`config.mk`:
```
export PLATFORM = sky130hd
export DESIGN_NAME = fns_synth_ctrl
export DESIGN_NICKNAME = d
export VERILOG_FILES = /design/src/pkg/fns_pkg.sv /design/src/pkg/fns_core_if.sv /design/src/hw/fns_synth_ctrl.sv /design/src/hw/fns_band_cal.sv /design/src/hw/fns_frac_seq.sv
export VERILOG_INCLUDE_DIRS = /design/src /design/src/pkg
export SDC_FILE = /design/constraint.sdc
export NUM_CORES = 1
export LEC_CHECK = 0
export ABC_CLOCK_PERIOD_IN_PS = 5880
export BUFFER_PORTS_ARGS = -buffer_cell sky130_fd_sc_hd__buf_2
export CORE_MARGIN = 2
export CORE_UTILIZATION = 45
export DETAILED_ROUTE_END_ITERATION = 10
export SYNTH_ARGS = -nofsm -noshare
export SYNTH_HDL_FRONTEND = slang
export SYNTH_SLANG_ARGS = --single-unit
```
`constraint.sdc`:
```
create_clock -name i_core_clk -period 5.88 [get_ports i_core_clk]
set_clock_uncertainty 0.1 [all_clocks]
set_input_delay 0.882 -clock i_core_clk [delete_from_list [all_inputs] [get_ports i_core_clk]]
set_output_delay 0.882 -clock i_core_clk [all_outputs]
set_load 0.1 [all_outputs]
```
`src/pkg/fns_regs.svh`:
```
`ifndef FNS_REGS_SVH
`define FNS_REGS_SVH
// Register byte offsets on the Avalon-MM slave.
`define FNS_OFF_BANK_CFG 7'h00
`define FNS_OFF_BANK_INT 7'h04
`define FNS_OFF_BANK_FRU 7'h08
`define FNS_OFF_BANK_FRL 7'h0c
`define FNS_OFF_BANK_PMP 7'h10
`define FNS_BANK2_BASE 7'h20
`define FNS_OFF_CFG_ONE 7'h40
`define FNS_OFF_CFG_FIVE 7'h44
`define FNS_OFF_READBACK 7'h48
// Field positions.
`define FNS_F_OSC_SEL 0
`define FNS_F_LO_DIV 2
`define FNS_F_CAL_EN 3
`define FNS_F_DEF_BAND 4
`define FNS_F_CT_V 11
`define FNS_F_LOW_I 5
`define FNS_F_AUTO_BW 6
`define FNS_F_FLL 7
`define FNS_F_VCOI 9
`define FNS_F_ACTIVE_FILTER_ENABLE 0
`define FNS_F_PDP 1
`define FNS_F_BYP 2
`define FNS_F_RDIV 13
// Reset values.
`define FNS_RST_BANK_CFG 16'h8009
`define FNS_RST_BANK_PMP 16'h009f
`define FNS_RST_CFG_ONE 16'h4003
`define FNS_RST_ZERO 16'h0000
// Band limits and calibration timing in phase detector cycles.
`define FNS_BAND_MIN 7'h00
`define FNS_BAND_MAX 7'h7f
`define FNS_CAL_PD_CYCLES 1500
`define FNS_CAL_STEPS 7
`define FNS_CAL_STEP_CYCLES (`FNS_CAL_PD_CYCLES / `FNS_CAL_STEPS)
`endif

```
`src/pkg/fns_pkg.sv`:
```
package fns_pkg;
    typedef logic [6:0] fns_band_t;
    typedef logic [9:0] fns_int_t;
    typedef logic [23:0] fns_frac_t;
    typedef enum logic {CAL_IDLE, CAL_SEARCH} fns_cal_state_e;
endpackage : fns_pkg

```
`src/pkg/fns_core_if.sv`:
```
`timescale 1ns/1ps
interface fns_core_if;
    import fns_pkg::*;
    logic start;
    logic pd_tick;
    logic osc_fast;
    logic busy;
    logic done;
    fns_band_t trial_band;
    fns_band_t result;
    fns_int_t int_word;
    fns_frac_t frac_word;
    fns_int_t ratio;
    modport top (output start, pd_tick, osc_fast, int_word, frac_word,
                 input busy, done, trial_band, result, ratio);
    modport cal (input start, pd_tick, osc_fast, output busy, done, trial_band, result);
    modport frac (input pd_tick, int_word, frac_word, output ratio);
endinterface : fns_core_if

```
`src/hw/fns_synth_ctrl.sv`:
```
// Register access over Avalon-MM and the register addresses were left to the implementer.
`timescale 1ns/1ps
`include "fns_regs.svh"
module fns_synth_ctrl import fns_pkg::*; (
    // Clock and reset
    input wire logic i_core_clk,
    input wire logic i_reset_n,
    // Avalon-MM register slave
    input wire logic [6:0] i_avs_address,
    input wire logic i_avs_read,
    input wire logic i_avs_write,
    input wire logic [31:0] i_avs_writedata,
    input wire logic [3:0] i_avs_byteenable,
    output logic [31:0] o_avs_readdata,
    output logic o_avs_waitrequest,
    // Pins and analog status
    input wire logic i_chip_enable_pin,
    input wire logic i_mode_pin,
    input wire logic i_pd_clk,
    input wire logic i_osc_fast,
    input wire logic [4:0] i_osc_gain_code,
    // Oscillator and LO controls
    output logic [2:0] o_osc_enable,
    output logic [6:0] o_osc_band,
    output logic [4:0] o_coarse_tune_voltage,
    output logic [3:0] o_osc_core_current,
    output logic o_lo_div4,
    output logic [3:0] o_lo_buffer_current,
    // Loop controls
    output logic [2:0] o_ref_div_ratio,
    output logic [9:0] o_feedback_ratio,
    output logic [4:0] o_pump_current,
    output logic o_pump_low_current,
    output logic [1:0] o_freq_loop_factor,
    output logic o_amp_enable,
    output logic o_filter_pin_oe,
    output logic o_detector_polarity,
    // Status
    output logic o_cal_busy,
    output logic o_lock_enable
);
    localparam int NPIN = 4;

    fns_core_if core ();

    // Pin synchronisers: bit 0 chip enable, 1 mode, 2 detector clock, 3 comparator.
    wire [NPIN-1:0] pin_f;
    logic [NPIN-1:0] pin_q_r;
    logic [NPIN-1:0] pin_raw;
    assign pin_raw = {i_osc_fast, i_pd_clk, i_mode_pin, i_chip_enable_pin};

    genvar gi;
    generate
        for (gi = 0; gi < NPIN; gi++) begin : g_sync
            logic [2:0] sh_r;
            logic filt_r;
            always_ff @(posedge i_core_clk) begin
                if (!i_reset_n) begin
                    sh_r <= 3'h0;
                    filt_r <= 1'b0;
                end else begin
                    sh_r <= {sh_r[1:0], pin_raw[gi]};
                    if (sh_r[1] == sh_r[2]) begin
                        filt_r <= sh_r[2];
                    end
                end
            end
            assign pin_f[gi] = filt_r;
        end
    endgenerate

    always_ff @(posedge i_core_clk) begin : p_edge
        if (!i_reset_n) begin
            pin_q_r <= '0;
        end else begin
            pin_q_r <= pin_f;
        end
    end

    logic ce_rise;
    logic pd_tick;
    logic bank_sel;
    assign ce_rise = pin_f[0] && !pin_q_r[0];
    assign pd_tick = pin_f[2] && !pin_q_r[2];
    assign bank_sel = pin_f[1];

    // Register storage: two banks of five words and two common words.
    logic [15:0] bank_r [0:1][0:4];
    logic [15:0] cfg_one_r;
    logic [15:0] cfg_five_r;
    logic wait_r;
    logic [31:0] rdata_r;
    logic wr_take;
    logic bank_hit;
    assign wr_take = i_avs_write && !wait_r;
    assign bank_hit = i_avs_address[1:0] == 2'h0 && !i_avs_address[6] && i_avs_address[4:2] <= 3'h4;

    function automatic logic [15:0] rst_word(input logic [2:0] w);
        case (w)
            3'h0: rst_word = `FNS_RST_BANK_CFG;
            3'h4: rst_word = `FNS_RST_BANK_PMP;
            default: rst_word = `FNS_RST_ZERO;
        endcase
    endfunction : rst_word

    function automatic logic [15:0] be_merge(input logic [15:0] old, input logic [31:0] wd, input logic [3:0] be);
        be_merge = old;
        if (be[0]) begin
            be_merge[7:0] = wd[7:0];
        end
        if (be[1]) begin
            be_merge[15:8] = wd[15:8];
        end
    endfunction : be_merge

    always_ff @(posedge i_core_clk) begin : p_regs
        if (!i_reset_n) begin
            for (int b = 0; b < 2; b++) begin
                for (int w = 0; w < 5; w++) begin
                    bank_r[b][w] <= rst_word(3'(w));
                end
            end
            cfg_one_r <= `FNS_RST_CFG_ONE;
            cfg_five_r <= `FNS_RST_ZERO;
        end else if (wr_take) begin
            if (bank_hit) begin
                bank_r[i_avs_address[5]][i_avs_address[4:2]] <=
                    be_merge(bank_r[i_avs_address[5]][i_avs_address[4:2]], i_avs_writedata, i_avs_byteenable);
            end else if (i_avs_address == `FNS_OFF_CFG_ONE) begin
                cfg_one_r <= be_merge(cfg_one_r, i_avs_writedata, i_avs_byteenable);
            end else if (i_avs_address == `FNS_OFF_CFG_FIVE) begin
                cfg_five_r <= be_merge(cfg_five_r, i_avs_writedata, i_avs_byteenable);
            end
        end
    end

    // Active bank fields, common-word fields and the failure flag.
    logic [15:0] act_cfg;
    logic [15:0] act_pmp;
    logic [1:0] osc_sel;
    logic cal_en;
    fns_band_t stored_band;
    logic autobw;
    logic byp;
    logic [2:0] rdiv;
    logic cal_fail;
    assign act_cfg = bank_r[bank_sel][0];
    assign act_pmp = bank_r[bank_sel][4];
    assign osc_sel = act_cfg[`FNS_F_OSC_SEL +: 2];
    assign cal_en = act_cfg[`FNS_F_CAL_EN];
    assign stored_band = act_cfg[`FNS_F_DEF_BAND +: 7];
    assign autobw = act_pmp[`FNS_F_AUTO_BW];
    assign byp = cfg_one_r[`FNS_F_BYP];
    assign rdiv = cfg_one_r[`FNS_F_RDIV +: 3];
    assign cal_fail = core.result == `FNS_BAND_MIN || core.result == `FNS_BAND_MAX;

    function automatic logic [15:0] rd_word(input logic [6:0] a);
        rd_word = 16'h0000;
        if (a[1:0] == 2'h0 && !a[6] && a[4:2] <= 3'h4) begin
            rd_word = bank_r[a[5]][a[4:2]];
        end else if (a == `FNS_OFF_CFG_ONE) begin
            rd_word = cfg_one_r;
        end else if (a == `FNS_OFF_CFG_FIVE) begin
            rd_word = cfg_five_r;
        end else if (a == `FNS_OFF_READBACK) begin
            rd_word = {6'h00, bank_sel, cal_fail, core.busy, core.result};
        end
    endfunction : rd_word

    // One wait state: waitrequest drops for one cycle per request.
    always_ff @(posedge i_core_clk) begin : p_bus
        if (!i_reset_n) begin
            wait_r <= 1'b1;
            rdata_r <= 32'h00000000;
        end else begin
            wait_r <= !((i_avs_read || i_avs_write) && wait_r);
            if (i_avs_read && wait_r) begin
                rdata_r <= {16'h0000, rd_word(i_avs_address)};
            end
        end
    end

    // Calibration and fractional divider hookup.
    logic start_r;
    always_ff @(posedge i_core_clk) begin : p_start
        if (!i_reset_n) begin
            start_r <= 1'b0;
        end else begin
            start_r <= ce_rise && cal_en;
        end
    end

    assign core.start = start_r;
    assign core.pd_tick = pd_tick;
    assign core.osc_fast = pin_f[3];
    assign core.int_word = bank_r[bank_sel][1][9:0];
    assign core.frac_word = {bank_r[bank_sel][2], bank_r[bank_sel][3][7:0]};

    fns_band_cal u_cal (
        .i_core_clk(i_core_clk),
        .i_reset_n(i_reset_n),
        .cal(core.cal)
    );

    fns_frac_seq u_frac (
        .i_core_clk(i_core_clk),
        .i_reset_n(i_reset_n),
        .frac(core.frac)
    );

    // Output registers.
    logic [2:0] osc_en_r;
    fns_band_t band_r;
    logic [4:0] ctv_r;
    logic [3:0] vcoi_r;
    logic lo_div4_r;
    logic [3:0] lo_buf_r;
    logic [2:0] ref_div_r;
    logic [4:0] pump_r;
    logic lowi_r;
    logic [1:0] fll_r;
    logic amp_r;
    logic pdp_r;
    logic busy_r;
    logic lock_r;

    always_ff @(posedge i_core_clk) begin : p_osc
        if (!i_reset_n) begin
            osc_en_r <= 3'h1;
            band_r <= `FNS_BAND_MIN;
            ctv_r <= 5'h10;
            vcoi_r <= 4'h0;
            lo_div4_r <= 1'b0;
            lo_buf_r <= 4'h0;
        end else begin
            case (osc_sel)
                2'h2: osc_en_r <= 3'h2;
                2'h3: osc_en_r <= 3'h4;
                default: osc_en_r <= 3'h1;
            endcase
            if (!cal_en) begin
                band_r <= stored_band;
            end else if (core.busy) begin
                band_r <= core.trial_band;
            end else begin
                band_r <= core.result;
            end
            ctv_r <= act_cfg[`FNS_F_CT_V +: 5];
            vcoi_r <= act_pmp[`FNS_F_VCOI +: 4];
            lo_div4_r <= act_cfg[`FNS_F_LO_DIV];
            lo_buf_r <= cfg_five_r[3:0];
        end
    end

    always_ff @(posedge i_core_clk) begin : p_loop
        if (!i_reset_n) begin
            ref_div_r <= 3'h2;
            pump_r <= 5'h1f;
            lowi_r <= 1'b0;
            fll_r <= 2'h1;
            amp_r <= 1'b1;
            pdp_r <= 1'b1;
        end else begin
            if (byp) begin
                ref_div_r <= 3'h1;
            end else if (rdiv < 3'h2) begin
                ref_div_r <= 3'h2;
            end else begin
                ref_div_r <= rdiv;
            end
            pump_r <= autobw ? i_osc_gain_code : act_pmp[4:0];
            lowi_r <= act_pmp[`FNS_F_LOW_I];
            fll_r <= act_pmp[`FNS_F_FLL +: 2];
            amp_r <= cfg_one_r[`FNS_F_ACTIVE_FILTER_ENABLE];
            pdp_r <= cfg_one_r[`FNS_F_PDP];
        end
    end

    always_ff @(posedge i_core_clk) begin : p_status
        if (!i_reset_n) begin
            busy_r <= 1'b0;
            lock_r <= 1'b0;
        end else begin
            busy_r <= core.busy || start_r;
            lock_r <= pin_f[0] && !core.busy && !start_r && !(ce_rise && cal_en);
        end
    end

    assign o_avs_readdata = rdata_r;
    assign o_avs_waitrequest = wait_r;
    assign o_osc_enable = osc_en_r;
    assign o_osc_band = band_r;
    assign o_coarse_tune_voltage = ctv_r;
    assign o_osc_core_current = vcoi_r;
    assign o_lo_div4 = lo_div4_r;
    assign o_lo_buffer_current = lo_buf_r;
    assign o_ref_div_ratio = ref_div_r;
    assign o_feedback_ratio = core.ratio;
    assign o_pump_current = pump_r;
    assign o_pump_low_current = lowi_r;
    assign o_freq_loop_factor = fll_r;
    assign o_amp_enable = amp_r;
    assign o_filter_pin_oe = amp_r;
    assign o_detector_polarity = pdp_r;
    assign o_cal_busy = busy_r;
    assign o_lock_enable = lock_r;
endmodule : fns_synth_ctrl

```
`src/hw/fns_band_cal.sv`:
```
`timescale 1ns/1ps
`include "fns_regs.svh"
module fns_band_cal import fns_pkg::*; #(
    parameter int STEP_CYCLES = `FNS_CAL_STEP_CYCLES
) (
    // Clock and reset
    input wire logic i_core_clk,
    input wire logic i_reset_n,
    // Calibration group
    fns_core_if.cal cal
);
    localparam int STEP_W = $clog2(STEP_CYCLES);
    fns_cal_state_e state_r;
    logic [STEP_W-1:0] step_r;
    logic [2:0] bit_r;
    fns_band_t trial_r;
    fns_band_t result_r;
    logic done_r;
    logic finish;
    logic [10:0] tick_cnt_r;

    assign finish = state_r == CAL_SEARCH && cal.pd_tick && !cal.start
                    && step_r == STEP_W'(STEP_CYCLES - 1) && bit_r == 3'h0;

    // Successive approximation, one band bit per step, a new start restarts it.
    always_ff @(posedge i_core_clk) begin : p_search
        if (!i_reset_n) begin
            state_r <= CAL_IDLE;
            step_r <= '0;
            bit_r <= 3'h6;
            trial_r <= 7'h40;
        end else if (cal.start) begin
            state_r <= CAL_SEARCH;
            step_r <= '0;
            bit_r <= 3'h6;
            trial_r <= 7'h40;
        end else begin
            case (state_r)
                CAL_SEARCH: begin
                    if (cal.pd_tick) begin
                        if (step_r == STEP_W'(STEP_CYCLES - 1)) begin
                            step_r <= '0;
                            trial_r[bit_r] <= cal.osc_fast;
                            if (bit_r == 3'h0) begin
                                state_r <= CAL_IDLE;
                            end else begin
                                bit_r <= bit_r - 3'h1;
                                trial_r[bit_r - 3'h1] <= 1'b1;
                            end
                        end else begin
                            step_r <= step_r + 1'b1;
                        end
                    end
                end
                default: state_r <= CAL_IDLE;
            endcase
        end
    end

    always_ff @(posedge i_core_clk) begin : p_result
        if (!i_reset_n) begin
            result_r <= `FNS_BAND_MIN;
            done_r <= 1'b0;
        end else begin
            done_r <= finish;
            if (finish) begin
                result_r <= {trial_r[6:1], cal.osc_fast};
            end
        end
    end

    assign cal.busy = state_r == CAL_SEARCH;
    assign cal.done = done_r;
    assign cal.trial_band = trial_r;
    assign cal.result = result_r;

    always_ff @(posedge i_core_clk) begin : p_tick_count
        if (!i_reset_n || cal.start) begin
            tick_cnt_r <= 11'h000;
        end else if (cal.busy && cal.pd_tick) begin
            tick_cnt_r <= tick_cnt_r + 11'h001;
        end
    end
endmodule : fns_band_cal

```
`src/hw/fns_frac_seq.sv`:
```
`timescale 1ns/1ps
module fns_frac_seq import fns_pkg::*; (
    // Clock and reset
    input wire logic i_core_clk,
    input wire logic i_reset_n,
    // Divider group
    fns_core_if.frac frac
);
    fns_frac_t acc_r;
    fns_int_t ratio_r;
    logic [24:0] sum;

    assign sum = {1'b0, acc_r} + {1'b0, frac.frac_word};

    // First-order accumulator; its carry picks the N+1 modulus.
    always_ff @(posedge i_core_clk) begin : p_accum
        if (!i_reset_n) begin
            acc_r <= 24'h000000;
            ratio_r <= 10'h000;
        end else if (frac.pd_tick) begin
            acc_r <= sum[23:0];
            ratio_r <= frac.int_word + fns_int_t'(sum[24]);
        end
    end

    assign frac.ratio = ratio_r;
endmodule : fns_frac_seq

```
==> impl_metrics.csv <==
group,metric,value,unit
clock_network,cts_made_buffers,37,
finish,antenna_cells,0,
floorplanning,initial_utilization,0.456,
setup_path,reg2regPathDepth,15,
floorplanning,die_h,191,um
floorplanning,die_x,191,um
clock_network,cts_hold_buffers,0,
yosys,syn_avg_cell_area,10.6,um2
yosys,yosysUniqueCellTypes,72,
floorplanning,rows,68,
global_route,grt_pass1_vias,11175,
route,wl,41200,um
yosys,synth_xor_area_frac,0.0150,
setup_path,reg2reg_slack,0.70,ns
min_path,min_path_cells,1,
place,dpl.hpwl,28700,um
sta,tightest_slew,1.08,ns
clock_network,root_buffer,"clkbuf_16",
global_route,grt_max_degree,154,
floorplanning,pin_count,139,
yosys,synth_fa_ha_area_frac,0.0251,
clock_network,post_cts_buffers,0,
yosys,synth_mux_area_frac,0.144,
floorplanning,die_area,36500,um2
finish,layout_commonest_cell,"dfxtp_1",
setup_path,crit_path_start_kind,"flop",
power,power.density,293,nW/um2
yosys,synth_compound_area_frac,0.109,
sta,finalSetupViolCount,0,
global_route,track_usage,0.226,
route,post-route-drc-count,0,
place,dp_cells,1980,
place,port_buffers,104,
job,maxCapViolCount,0,
sta,rsz0062_at_grt,"no",
min_path,holdCritStartpoint,"g_sync[2].sh_r[0]$_SDFF_PN0_",
yosys,synth-edff-count,160,
setup_path,worst-setup-path-type,"flop to flop",
yosys,synth_cells,1486,
setup_path,worstPathArrival,5.49,ns
setup_path,cp-end-kind,"flop",
clock_network,insertion_delay,0.52,ns
yosys,seq_area_frac_synth,0.519,
yosys,async_reset_ff_frac,0,
sta,timing.final.crit_share,0.880,
place,gp_congestion,0.879,
sta,finalHoldViolations,0,
route,drt-pass1-iter-count,5,
global_route,grt_pass1_wl,63500,um
finish,fin_cells,2047,
yosys,synth_top_family_by_area,"simple AND/OR/NAND/NOR gates",
yosys,ys.flop_type,"dfxtp_1",
floorplanning,core,34500,um2
sta,fmax,193,MHz
yosys,synthesis.area,15700,um2
finish,area_growth,13.6,%
setup_path,path_max_fanout,39,
clock_network,cts_tree,"yes",
power,power,5.23,mW
finish,final_nets,1651,
route,final_antenna_net_count,0,
clock_network,htreeDepth,2,
min_path,hp-class,"flop to flop",
sta,min_period,5.18,ns
finish,layout_common_cells,"dfxtp_1 (167), mux2i_1 (165), edfxtp_1 (160), nor2_1 (148), nand2_1 (125)",
global_route,antenna_found_initial,0,
power,p_leak,6.95,nW
clock_network,cts_buffer_depth,3,
finish,fillers,3132,
finish,regArea,8170,um2
sta,final-max-slew-violation-count,0,
route,wl_per_cell,20.2,um
yosys,synth-simple-area-share,0.150,
finish,final_area,17900,um2
sta,relSlewSlack,0.260,
global_route,grt_remaining_overflow,0,
yosys,synth_seq_cells,328,
finish,multi_input_area,7040,um2
finish,drive_gt1_frac,0.153,
route,via_per_inst,5.57,
setup_path,crit_required,6.19,ns
clock_network,cts.sink_count,328,
place,place_area,16600,um2
power,peakVddDrop,209,uV
setup_path,r2r_end,"u_frac.frac.ratio[8]$_SDFFE_PN0P_",
yosys,synth_warnings,0,
route,initialDrtViolationCount,797,
route,vias,11409,
min_path,worstHoldEndpoint,"g_sync[2].sh_r[1]$_SDFF_PN0_",
clock_network,post_cts_resized,0,
clock_network,clk_pin_slew,0.06,ns
sta,fin_setup_tns,0,ns
run_status,outcome,"finished clean",
## kinds of logic after synthesis
| kind of cell | Yosys count |
|---|---|
| AO/OA/AOI/OAI | 275 |
| XOR/XNOR | 27 |
| adder cells (fa/ha/maj) | 31 |
| buffers and inverters | 127 |
| flip-flops | 328 |
| multiplexers | 208 |
| other | 1 |
| AND/OR/NAND/NOR | 489 |
## worst max path at each step
stage | start | endpoint | slack (ns)
after floorplan | flop | u_frac.frac.ratio[8]$_SDFFE_PN0P_ | 0.71
after global placement | flop | u_frac.frac.ratio[8]$_SDFFE_PN0P_ | 0.90
after detailed placement | flop | u_frac.frac.ratio[8]$_SDFFE_PN0P_ | 0.81
after CTS | flop | u_frac.frac.ratio[8]$_SDFFE_PN0P_ | 0.80
after global routing | flop | u_frac.frac.ratio[8]$_SDFFE_PN0P_ | 0.31
final | flop | u_frac.frac.ratio[8]$_SDFFE_PN0P_ | 0.70
## power by group
part	switching, mW	leakage, nW	total, mW	internal [mW]
registers	0.0227	2.95	2.46	2.44
logic	0.335	3.40	0.446	0.112
clock network	0.935	0.605	2.32	1.39
## cell type report
| class | count | share of cell area |
|---|---|---|
| Inverter | 17 | 0.00357 |
| Multi-Input combinational cell | 1046 | 0.394 |
| Tap cell | 455 | 0.0319 |
| Clock buffer | 48 | 0.0583 |
| Sequential cell | 328 | 0.457 |
| Clock inverter | 19 | 0.0102 |
| Timing Repair Buffer | 134 | 0.0448 |
## flip-flops by register name (all words and copies together) (netlist names), 4 cells and up, named ones only
register and count:
o_pump_current 5, g_sync.sh_r 12, u_frac.acc_r 24, o_lo_buffer_current 4, o_coarse_tune_voltage 5, o_avs_readdata 16, u_cal.cal.trial_band 7, u_cal.cal.result 7
cfg_five_r 16, u_cal.step_r 8, o_osc_band 7, o_osc_core_current 4, cfg_one_r 16, u_frac.frac.ratio 10, bank_r 160
## synth_stat cells, types with 30 or more instances
cell / instances / area (um2)
nand3_1: 30 / 150
nor2b_1: 57 / 357
clkbuf_1: 61 / 229
nand2_1: 125 / 469
and2_1: 35 / 219
dfxtp_1: 168 / 3360
nor2_1: 148 / 556
ha_1: 30 / 375
o21ai_0: 69 / 345
o22ai_1: 38 / 238
mux2_2: 31 / 349
edfxtp_1: 160 / 4800
mux2i_1: 165 / 1650
a21oi_1: 80 / 400
## critical path, stage by stage, from the launching register on
cell and delay (ns):
dfxtp_4 0.69, mux2_2 0.40, ha_1 0.34, a21oi_1 0.12, o211ai_1 0.27, a21boi_1 0.23, a2111oi_0 1.01, o311ai_0 0.24
nand2_1 0.21, ha_1 0.21, ha_1 0.19, o21ai_0 0.16, or3b_2 0.51, xnor2_1 0.14, o21ai_0 0.08, and2_1 0.16
## stage by stage
| stage | worst slack [ns] | util | hold slack, ns |
|---|---|---|---|
| after floorplan | 0.713 | - | 0.312 |
| final | 0.705 | 0.519 | 0.338 |
| after detailed placement | 0.807 | 0.483 | 0.321 |
| after global routing | 0.306 | 0.519 | 0.347 |
| after global placement | 0.898 | 0.483 | 0.314 |
| after CTS | 0.801 | 0.519 | 0.344 |
## metal layers
metal  GRT usage  wire length, um
met1       0.309            18500
met2       0.366            19000
met3      0.0336             2360
met4      0.0784             1320
met5           0                0
Power figures use the tool's default switching activity.
